### config.mk
export PLATFORM = sky130hd
export DESIGN_NAME = ubh_host
export DESIGN_NICKNAME = d
export VERILOG_FILES = /design/src/pkg/ubh_pkg.sv /design/src/design/ubh_dev_port.sv /design/src/design/ubh_host.sv
export VERILOG_INCLUDE_DIRS = /design/src /design/src/pkg
export SDC_FILE = /design/constraint.sdc
export NUM_CORES = 1
export LEC_CHECK = 0
export BUFFER_PORTS_ARGS = -buffer_cell sky130_fd_sc_hd__buf_2
export CAP_MARGIN = 10
export CORE_UTILIZATION = 40
export DETAILED_ROUTE_END_ITERATION = 16
export GPL_ROUTABILITY_DRIVEN = 0
export PLACE_DENSITY = 0.63
export SKIP_LAST_GASP = 1
export SLEW_MARGIN = 20
export SYNTH_ARGS = -nofsm -noshare
export SYNTH_HDL_FRONTEND = slang
export SYNTH_SLANG_ARGS = --single-unit
### constraint.sdc
create_clock -name hclk -period 3.3 [get_ports hclk]
set_input_delay 0.66 -clock hclk [delete_from_list [all_inputs] [get_ports hclk]]
set_output_delay 0.66 -clock hclk [all_outputs]
set_load 0.03 [all_outputs]
### src/pkg/ubh_consts.svh
// Offsets, field positions and masks for the break-unit host controller.
// Assumes the breakpoint unit decodes a byte offset on its own register port.
`ifndef UBH_CONSTS_SVH
`define UBH_CONSTS_SVH

// Staging slots, also the index into the host's own register window
`define UBH_IDX_COND0    4'h0
`define UBH_IDX_COND1    4'h1
`define UBH_IDX_ADDR0    4'h2
`define UBH_IDX_ADDR1    4'h3
`define UBH_IDX_AMASK0   4'h4
`define UBH_IDX_AMASK1   4'h5
`define UBH_IDX_DATA     4'h6
`define UBH_IDX_DMASK    4'h7
`define UBH_IDX_COUNT    4'h8
`define UBH_IDX_ACTION0  4'h9
`define UBH_IDX_ACTION1  4'ha
`define UBH_IDX_FKEEP    4'hb
`define UBH_NSLOT        12

// Host register byte offsets beyond the staging slots
`define UBH_OFF_CMD      8'h30
`define UBH_OFF_STATUS   8'h34
`define UBH_OFF_FLAGS    8'h38
`define UBH_OFF_RDBACK   8'h3c

// Command bits
`define UBH_CMD_PROG0    0
`define UBH_CMD_PROG1    1
`define UBH_CMD_CLEAR    2
`define UBH_CMD_RDFLAG   3

// Status bits
`define UBH_ST_BUSY      0
`define UBH_ST_ERR_LSB   1
`define UBH_ST_ERR_UNSET 2
`define UBH_ST_DONE      3
`define UBH_ST_ERR_BUSY  4

// Device register byte offsets on the unit's own port
`define UBH_DEV_COND0    8'h00
`define UBH_DEV_COND1    8'h04
`define UBH_DEV_ADDR0    8'h08
`define UBH_DEV_ADDR1    8'h0c
`define UBH_DEV_AMASK0   8'h10
`define UBH_DEV_AMASK1   8'h14
`define UBH_DEV_DATA     8'h18
`define UBH_DEV_DMASK    8'h1c
`define UBH_DEV_COUNT    8'h20
`define UBH_DEV_ACTION0  8'h24
`define UBH_DEV_ACTION1  8'h28
`define UBH_DEV_FLAG     8'h2c

// Match condition register fields
`define UBH_COND_ENABLE  0
`define UBH_COND_FETCH   1

// Execution count is 12 bits wide
`define UBH_COUNT_MASK   32'h0000_0fff
`define UBH_FLAG_MASK    32'h0000_0003
`define UBH_ZERO32       32'h0000_0000

`endif

### src/pkg/ubh_pkg.sv
// Types for the break-unit host controller.
// Assumes ubh_consts.svh for the numbers.
package ubh_pkg;

  typedef enum logic [2:0] {
    UBH_IDLE  = 3'b001,
    UBH_ISSUE = 3'b010,
    UBH_WAIT  = 3'b100
  } ubh_state_t;

  typedef enum logic [1:0] {
    UBH_OP_PROG0 = 2'h0,
    UBH_OP_PROG1 = 2'h1,
    UBH_OP_CLEAR = 2'h2,
    UBH_OP_RFLAG = 2'h3
  } ubh_op_t;

  // Write with enable forced low, plain write, write with enable, read back
  typedef enum logic [1:0] {
    UBH_K_WR_OFF = 2'h0,
    UBH_K_WR     = 2'h1,
    UBH_K_WR_ON  = 2'h2,
    UBH_K_RD     = 2'h3
  } ubh_kind_t;

  typedef struct packed {
    logic        last;
    ubh_kind_t   kind;
    logic [3:0]  idx;
  } ubh_step_t;

  typedef struct packed {
    ubh_state_t       state;
    ubh_op_t          op;
    logic [3:0]       step;
    logic [11:0][31:0] stage;
    logic [11:0]      staged;
    logic             a_wr;
    logic             a_valid;
    logic [7:0]       a_addr;
    logic [31:0]      hrdata;
    logic             hreadyout;
    logic [4:0]       status;
    logic [31:0]      flags;
    logic [31:0]      rdback;
    logic             req;
    logic             req_wr;
    logic [7:0]       req_addr;
    logic [31:0]      req_wdata;
  } ubh_top_s_t;

  typedef struct packed {
    logic        sel;
    logic        wr;
    logic [7:0]  addr;
    logic [31:0] wdata;
    logic        done;
    logic [31:0] rdata;
  } ubh_port_s_t;

endpackage : ubh_pkg

### src/design/ubh_dev_port.sv
// Single-transaction master on the breakpoint unit's register port.
// Assumes the unit raises dev_ack for one or more cycles while dev_sel is high.
`timescale 1ns/1ps
`include "ubh_consts.svh"

module ubh_dev_port (
  input  wire logic        hclk,
  input  wire logic        hresetn,
  input  wire logic        req,
  input  wire logic        req_wr,
  input  wire logic [7:0]  req_addr,
  input  wire logic [31:0] req_wdata,
  output logic             done,
  output logic [31:0]      rdata,
  output logic             dev_sel,
  output logic             dev_wr,
  output logic [7:0]       dev_addr,
  output logic [31:0]      dev_wdata,
  input  wire logic [31:0] dev_rdata,
  input  wire logic        dev_ack
);
  import ubh_pkg::*;

  ubh_port_s_t s_ff;
  ubh_port_s_t nxt_s;

  always_comb begin
    nxt_s      = s_ff;
    nxt_s.done = 1'b0;
    if (s_ff.sel) begin
      // Address and data stay frozen until the unit acknowledges
      if (dev_ack) begin
        nxt_s.sel   = 1'b0;
        nxt_s.done  = 1'b1;
        nxt_s.rdata = s_ff.wr ? s_ff.rdata : dev_rdata;
      end
    end else if (req) begin
      nxt_s.sel   = 1'b1;
      nxt_s.wr    = req_wr;
      nxt_s.addr  = req_addr;
      nxt_s.wdata = req_wdata;
    end
  end

  always_ff @(posedge hclk or negedge hresetn) begin
    if (!hresetn) begin
      s_ff <= '0;
    end else begin
      s_ff <= nxt_s;
    end
  end

  assign done      = s_ff.done;
  assign rdata     = s_ff.rdata;
  assign dev_sel   = s_ff.sel;
  assign dev_wr    = s_ff.wr;
  assign dev_addr  = s_ff.addr;
  assign dev_wdata = s_ff.wdata;

endmodule : ubh_dev_port

### src/design/ubh_host.sv
// Host controller that programs a two-channel breakpoint unit and services its flags.
// Assumes an AHB-Lite master with a single slave, and the unit's register port
// served by ubh_dev_port.
`timescale 1ns/1ps
`include "ubh_consts.svh"

// How it works
// - Software avoids data match on dataless ops
// - Condition, address, mask written per channel
// - ASID enable and value sent in condition
// - Channel 1 data and mask written
// - Execution count written for channel 1
// - Sequence fields sent in condition word
// - Action register written per channel
// - Enable written last, then condition read back
// - Refuse enable before all registers staged
// - CPU takes break only when unmasked
// - Flags cleared only by writing zero
// - Software clears first channel flag
// - Fetch break needs request enable, timing
// - Refuse fetch condition with odd address
// - No pre-execution break on return slot
module ubh_host (
  input  wire logic        hclk,
  input  wire logic        hresetn,
  input  wire logic        hsel,
  input  wire logic [31:0] haddr,
  input  wire logic [1:0]  htrans,
  input  wire logic        hwrite,
  input  wire logic [2:0]  hsize,
  input  wire logic [31:0] hwdata,
  input  wire logic        hready,
  output logic             hreadyout,
  output logic [31:0]      hrdata,
  output logic             hresp,
  output logic             dev_sel,
  output logic             dev_wr,
  output logic [7:0]       dev_addr,
  output logic [31:0]      dev_wdata,
  input  wire logic [31:0] dev_rdata,
  input  wire logic        dev_ack
);
  import ubh_pkg::*;

  ubh_top_s_t  s_ff;
  ubh_top_s_t  nxt_s;
  logic        port_done;
  logic [31:0] port_rdata;
  ubh_step_t   cur;

  // Programming order: enable off first, enable on last, then read back
  function automatic ubh_step_t seq_step(input ubh_op_t op, input logic [3:0] step);
    ubh_step_t e;
    e = '{last: 1'b1, kind: UBH_K_RD, idx: `UBH_IDX_FKEEP};
    case (op)
      UBH_OP_PROG0: begin
        case (step)
          4'h0:    e = '{1'b0, UBH_K_WR_OFF, `UBH_IDX_COND0};
          4'h1:    e = '{1'b0, UBH_K_WR,     `UBH_IDX_ADDR0};
          4'h2:    e = '{1'b0, UBH_K_WR,     `UBH_IDX_AMASK0};
          4'h3:    e = '{1'b0, UBH_K_WR,     `UBH_IDX_ACTION0};
          4'h4:    e = '{1'b0, UBH_K_WR_ON,  `UBH_IDX_COND0};
          default: e = '{1'b1, UBH_K_RD,     `UBH_IDX_COND0};
        endcase
      end
      UBH_OP_PROG1: begin
        case (step)
          4'h0:    e = '{1'b0, UBH_K_WR_OFF, `UBH_IDX_COND1};
          4'h1:    e = '{1'b0, UBH_K_WR,     `UBH_IDX_ADDR1};
          4'h2:    e = '{1'b0, UBH_K_WR,     `UBH_IDX_AMASK1};
          4'h3:    e = '{1'b0, UBH_K_WR,     `UBH_IDX_DATA};
          4'h4:    e = '{1'b0, UBH_K_WR,     `UBH_IDX_DMASK};
          4'h5:    e = '{1'b0, UBH_K_WR,     `UBH_IDX_COUNT};
          4'h6:    e = '{1'b0, UBH_K_WR,     `UBH_IDX_ACTION1};
          4'h7:    e = '{1'b0, UBH_K_WR_ON,  `UBH_IDX_COND1};
          default: e = '{1'b1, UBH_K_RD,     `UBH_IDX_COND1};
        endcase
      end
      UBH_OP_CLEAR: e = '{1'b1, UBH_K_WR, `UBH_IDX_FKEEP};
      default:      e = '{1'b1, UBH_K_RD, `UBH_IDX_FKEEP};
    endcase
    return e;
  endfunction : seq_step

  function automatic logic [7:0] dev_off(input logic [3:0] idx);
    logic [7:0] o;
    o = `UBH_DEV_FLAG;
    case (idx)
      `UBH_IDX_COND0:   o = `UBH_DEV_COND0;
      `UBH_IDX_COND1:   o = `UBH_DEV_COND1;
      `UBH_IDX_ADDR0:   o = `UBH_DEV_ADDR0;
      `UBH_IDX_ADDR1:   o = `UBH_DEV_ADDR1;
      `UBH_IDX_AMASK0:  o = `UBH_DEV_AMASK0;
      `UBH_IDX_AMASK1:  o = `UBH_DEV_AMASK1;
      `UBH_IDX_DATA:    o = `UBH_DEV_DATA;
      `UBH_IDX_DMASK:   o = `UBH_DEV_DMASK;
      `UBH_IDX_COUNT:   o = `UBH_DEV_COUNT;
      `UBH_IDX_ACTION0: o = `UBH_DEV_ACTION0;
      `UBH_IDX_ACTION1: o = `UBH_DEV_ACTION1;
      default:          o = `UBH_DEV_FLAG;
    endcase
    return o;
  endfunction : dev_off

  // Slots that must be staged since reset before a channel may be enabled
  localparam logic [11:0] NEED0 = 12'h215;
  localparam logic [11:0] NEED1 = 12'h5ea;

  // Slots a program command sends; channel 0 wins when both bits are set
  function automatic logic [11:0] need_of(input logic [31:0] c);
    logic [11:0] m;
    m = NEED1;
    if (c[`UBH_CMD_PROG0]) begin
      m = NEED0;
    end
    return m;
  endfunction : need_of

  // Offsets below the command register select a staging slot
  function automatic logic in_slots(input logic [7:0] off);
    return off < 8'(`UBH_NSLOT * 4);
  endfunction : in_slots

  // Command decode in priority order: program ch0, program ch1, clear, read flags
  function automatic ubh_op_t cmd_op(input logic [31:0] c);
    ubh_op_t o;
    o = UBH_OP_RFLAG;
    if (c[`UBH_CMD_PROG0]) begin
      o = UBH_OP_PROG0;
    end else if (c[`UBH_CMD_PROG1]) begin
      o = UBH_OP_PROG1;
    end else if (c[`UBH_CMD_CLEAR]) begin
      o = UBH_OP_CLEAR;
    end
    return o;
  endfunction : cmd_op

  // Why a program command is refused: bit1 unstaged slot, bit0 odd fetch address.
  // An unintended break costs more than a refused command, so both are checked up front.
  function automatic logic [1:0] prog_refusal(input logic [31:0] c,
                                              input logic [11:0] staged,
                                              input logic [31:0] cond,
                                              input logic [31:0] addr);
    logic [1:0] e;
    e = 2'b00;
    if ((staged & need_of(c)) != need_of(c)) begin
      e = 2'b10;
    end else if (cond[`UBH_COND_FETCH] && addr[0]) begin
      e = 2'b01;
    end
    return e;
  endfunction : prog_refusal

  // The execution count is twelve bits wide; upper bits of the slot always read zero
  function automatic logic [31:0] slot_word(input logic [3:0]  idx,
                                            input logic [31:0] w);
    logic [31:0] r;
    r = w;
    if (idx == `UBH_IDX_COUNT) begin
      r = w & `UBH_COUNT_MASK;
    end
    return r;
  endfunction : slot_word

  // Host register read mux; unmapped offsets and the command register read as zero
  function automatic logic [31:0] host_rd(input logic [7:0]  off,
                                          input logic [4:0]  st,
                                          input ubh_top_s_t  cs);
    logic [31:0] r;
    r = `UBH_ZERO32;
    if (in_slots(off)) begin
      r = cs.stage[off[5:2]];
    end else begin
      case (off)
        `UBH_OFF_STATUS: r = {27'h0, st};
        `UBH_OFF_FLAGS:  r = cs.flags;
        `UBH_OFF_RDBACK: r = cs.rdback;
        default:         r = `UBH_ZERO32;
      endcase
    end
    return r;
  endfunction : host_rd

  // Word sent to the unit for one step. Condition words pass ASID, data, count and
  // sequence fields as staged; only the enable bit is forced.
  function automatic logic [31:0] issue_word(input ubh_step_t   e,
                                             input logic [31:0] w);
    logic [31:0] r;
    r = w;
    if (e.kind == UBH_K_WR_OFF) begin
      r[`UBH_COND_ENABLE] = 1'b0;
    end else if (e.kind == UBH_K_WR_ON) begin
      r[`UBH_COND_ENABLE] = 1'b1;
    end
    if (e.idx == `UBH_IDX_FKEEP) begin
      r = r & `UBH_FLAG_MASK;
    end
    return r;
  endfunction : issue_word

  assign cur = seq_step(s_ff.op, s_ff.step);

  always_comb begin
    logic [31:0] word;
    logic [31:0] rd;
    logic [3:0]  sidx;
    logic        wr_now;
    logic [31:0] cmd;
    logic [31:0] cond;
    logic [31:0] addr;
    logic [1:0]  refuse;
    word   = `UBH_ZERO32;
    rd     = `UBH_ZERO32;
    sidx   = s_ff.a_addr[5:2];
    wr_now = s_ff.a_valid && s_ff.a_wr;
    cmd    = hwdata;
    cond   = `UBH_ZERO32;
    addr   = `UBH_ZERO32;
    refuse = 2'b00;
    nxt_s  = s_ff;
    nxt_s.req = 1'b0;

    // Data phase of a write captured one cycle earlier
    if (wr_now) begin
      if (in_slots(s_ff.a_addr)) begin
        nxt_s.stage[sidx]  = slot_word(sidx, hwdata);
        nxt_s.staged[sidx] = 1'b1;
      end else if (s_ff.a_addr == `UBH_OFF_CMD) begin
        if (s_ff.state != UBH_IDLE) begin
          nxt_s.status[`UBH_ST_ERR_BUSY] = 1'b1;
        end else if (cmd[`UBH_CMD_PROG0] || cmd[`UBH_CMD_PROG1]) begin
          nxt_s.status[`UBH_ST_ERR_LSB]   = 1'b0;
          nxt_s.status[`UBH_ST_ERR_UNSET] = 1'b0;
          nxt_s.status[`UBH_ST_ERR_BUSY]  = 1'b0;
          nxt_s.status[`UBH_ST_DONE]      = 1'b0;
          if (cmd[`UBH_CMD_PROG0]) begin
            cond = s_ff.stage[`UBH_IDX_COND0];
            addr = s_ff.stage[`UBH_IDX_ADDR0];
          end else begin
            cond = s_ff.stage[`UBH_IDX_COND1];
            addr = s_ff.stage[`UBH_IDX_ADDR1];
          end
          refuse = prog_refusal(cmd, s_ff.staged, cond, addr);
          nxt_s.status[`UBH_ST_ERR_UNSET] = refuse[1];
          nxt_s.status[`UBH_ST_ERR_LSB]   = refuse[0];
          if (refuse == 2'b00) begin
            nxt_s.op    = cmd_op(cmd);
            nxt_s.step  = 4'h0;
            nxt_s.state = UBH_ISSUE;
          end
        end else if (cmd[`UBH_CMD_CLEAR] || cmd[`UBH_CMD_RDFLAG]) begin
          nxt_s.status[`UBH_ST_DONE] = 1'b0;
          nxt_s.op    = cmd_op(cmd);
          nxt_s.step  = 4'h0;
          nxt_s.state = UBH_ISSUE;
        end
      end
    end

    case (s_ff.state)
      UBH_IDLE: begin
      end
      UBH_ISSUE: begin
        word = issue_word(cur, s_ff.stage[cur.idx]);
        nxt_s.req       = 1'b1;
        nxt_s.req_wr    = (cur.kind != UBH_K_RD);
        nxt_s.req_addr  = dev_off(cur.idx);
        nxt_s.req_wdata = word;
        nxt_s.state     = UBH_WAIT;
      end
      UBH_WAIT: begin
        if (port_done) begin
          if (cur.kind == UBH_K_RD) begin
            if (cur.idx == `UBH_IDX_FKEEP) begin
              nxt_s.flags = port_rdata & `UBH_FLAG_MASK;
            end else begin
              nxt_s.rdback = port_rdata;
            end
          end
          if (cur.last) begin
            nxt_s.state                = UBH_IDLE;
            nxt_s.status[`UBH_ST_DONE] = 1'b1;
          end else begin
            nxt_s.step  = s_ff.step + 4'h1;
            nxt_s.state = UBH_ISSUE;
          end
        end
      end
      default: begin
        nxt_s.state = UBH_IDLE;
      end
    endcase
    nxt_s.status[`UBH_ST_BUSY] = (nxt_s.state != UBH_IDLE);

    // Address phase; read data is prepared now so it stands in the data phase
    nxt_s.a_valid = hsel && hready && htrans[1];
    if (hsel && hready) begin
      nxt_s.a_wr   = hwrite;
      nxt_s.a_addr = haddr[7:0] & 8'hfc;
    end
    if (hsel && hready && htrans[1] && !hwrite) begin
      rd = host_rd(haddr[7:0] & 8'hfc, nxt_s.status, s_ff);
      nxt_s.hrdata = rd;
    end
    nxt_s.hreadyout = 1'b1;
  end

  always_ff @(posedge hclk or negedge hresetn) begin
    if (!hresetn) begin
      s_ff           <= '0;
      s_ff.state     <= UBH_IDLE;
      s_ff.op        <= UBH_OP_PROG0;
      s_ff.hreadyout <= 1'b1;
    end else begin
      s_ff <= nxt_s;
    end
  end

  ubh_dev_port u_port (
    .hclk      (hclk),
    .hresetn   (hresetn),
    .req       (s_ff.req),
    .req_wr    (s_ff.req_wr),
    .req_addr  (s_ff.req_addr),
    .req_wdata (s_ff.req_wdata),
    .done      (port_done),
    .rdata     (port_rdata),
    .dev_sel   (dev_sel),
    .dev_wr    (dev_wr),
    .dev_addr  (dev_addr),
    .dev_wdata (dev_wdata),
    .dev_rdata (dev_rdata),
    .dev_ack   (dev_ack)
  );

  assign hreadyout = s_ff.hreadyout;
  assign hrdata    = s_ff.hrdata;
  assign hresp     = 1'b0;

endmodule : ubh_host

==> metrics <==
vias in the first global route 20920; max-capacitance violation count 0; Crit Path Max Fanout 72; DP Worst Slack 460 ps; Worst Hold Class primary input to flop; detailed placement HPWL 50.3 mm; CP Cell Sequence inv_1 -> ha_1 -> nor4b_1 -> a311o_2 -> buf_12 -> mux2i_1 -> o2bb2ai_1 -> a22oi_1 -> nand3_1; cts bufs inserted 61; Critical Path RT 3800 ps; slowest cell delay on critical path 580 ps; Post-synth top cells nand2_1, dfrtp_1, o21ai_0, mux2_2, clkbuf_1; kind of cell adding the most delay to the critical path simple AND/OR/NAND/NOR gates; endpoints failing setup 0; IO buf count 146; Core Box Area 0.0701 mm^2; GR Util All Layers 0.233; Final Max Tran Viols 0; crit path launch type flop; Synth top area share 0.520; count leader, synth nand2_1; grt total ovfl 0; ys async rst share 1.00; Routed WL 83.0 mm; final worst path period need 2890 ps; Worst-path clk slew 60 ps; number of diodes 0; final hold vios 0; Resize count post-CTS 0; EDFF count, synth 0; layout cells sized above 1 0.251; top cells by area, synth dfrtp_1, mux2_2, nand2_1, mux4_2, o21ai_0; Synth Area per Inst 10.8 um^2; DR pass1 iterations 5; synthesis-stage register bit count 591; P_leak 15.1 nW; Slew Limit Headroom 0.376; Post-layout nets 2771; Die H 268 um; Routed Antenna Nets 0; Total Power 17.3 mW; initial core utilization 0.405; largest net degree at the start of global routing 130; VDD IR max 0.418 mV; YS warnings 0; Pwr Density 536 mW/mm^2; worst clock skew 44.5 ps; full die area 0.0721 mm^2; Bufs on Longest Clock Path 3; Synth Flop Type dfrtp_1; Cells after Synth 2628; worst skew pair latency 660 ps; status finished clean; first-pass GRT wire length 127 mm; critical path class flop to flop; post-synthesis cell type count 64; final worst slack 414 ps; CTS tree done; post-synthesis sequential area ratio 0.521; setup TNS 0 ps; DRT iter0 DRCs 1794; DRC violation count after routing 0; Final Util 0.460; Num Clock Sinks 591; Routed WL per cell 22.7 um; Via density 5.78; Slew @ Worst Pin 935 ps; Synth Cell Area 0.0284 mm^2; initial antenna violation count 0; root buf cell clkbuf_16; die span in x 268 um; leading area contributor after synthesis dfrtp_1; slowest stage cell, crit path nor4b_1; Ports 183; fin area 0.0322 mm^2; RSZ-0062 raised after global routing false; Placed Area 0.0302 mm^2; Final period util 0.875; max frequency 346 MHz; FP Rows 97; synthesis-to-layout area growth 13.5%; Critical Path End Type flop; CTS H-tree depth 2; Crit path buffers/inverters 2; worst path arrival time 3380 ps; via count 21083
[worst reg2reg max path, delay by kind of cell, from the launching register on]
kind	cells	cell delay, ps
AOI/OAI and AO/OA	3	600
adders and majority gates	1	190
buffers and inverters	2	510
DFF	1	420
muxes	1	340
and+or+nand+nor	2	690
[cell usage in the layout (no fill, tap or decap), drive strengths merged, types with 5 or more instances in the layout]
cell type and n:
nand3 103, o2bb2ai 30, dfrtp 590, nor2b 5, inv 12, o211ai 64
buf 226, and2 21, nor3b 5, clkinv 15, conb 6, mux2 255
mux2i 68, nand2 641, ha 6, clkbuf 94, nand2b 15, a21oi 8
o21ai 292, nand4 5, nor2 27, a22oi 30, a32oi 27, mux4 97
or3 6
[power by group]
group          switching, mW  total (mW)  internal [mW]
Sequential             0.420        8.23           7.80
Clock                   3.05        7.01           3.96
Combinational           1.15        2.03          0.879
Total                   4.62        17.3           12.6
[final timing paths]
path,from,endpoint,slack (ps),cells after the start
worst max-delay path,s_ff[551],s_ff[18],410,9
worst min-delay path,dev_ack,u_port.dev_sel,220,2
worst max register to register,s_ff[551],s_ff[18],410,9
worst min register to register,s_ff[160],s_ff[160],470,1
max in group asynchronous,hresetn,asynchronous set/reset pin,1670,4
min in group asynchronous,hresetn,u_port.dev_wdata[4],570,2
[routing by layer]
| layer | track usage | share of wire | up-vias |
|---|---|---|---|
| li1 | - | - | 9285 |
| met1 | 0.319 | 0.43 | 10821 |
| met2 | 0.379 | 0.48 | 810 |
| met3 | 0.0344 | 0.065 | 167 |
| met4 | 0.0771 | 0.029 | 0 |
| met5 | 0 | 0 | - |
[logic make-up after synthesis]
group,after synthesis,synth area share
AND/OR/NAND/NOR,849,0.125
flip-flops,591,0.521
other,2,0.000264
multiplexers,420,0.202
AO/OA/AOI/OAI,485,0.106
adder cells (fa/ha/maj),6,0.00264
buffers and inverters,275,0.0438
[metrics by stage]
step                      hold WS [ps]  instances
after floorplan                    364       2632
after global placement             450       3534
after detailed placement           452       3534
after CTS                          204       3649
after global routing               217       3649
final                              221       3649
[cell type report]
type	instances	area, um^2
multi-input combinational	1766	12500
inverter	11	41.3
clock inverter	20	211
sequential	591	14800
timing repair buffer	227	1700
fill	6345	37900
clock buffer	94	1850
tap	940	1180
[what timing repair did]
item	CTS	global route
hold buffers	1	0
endpoints found under the setup margin	0	0
endpoints found under the hold margin	42	0
buffers inserted	0	0
Power figures use the tool's default switching activity.
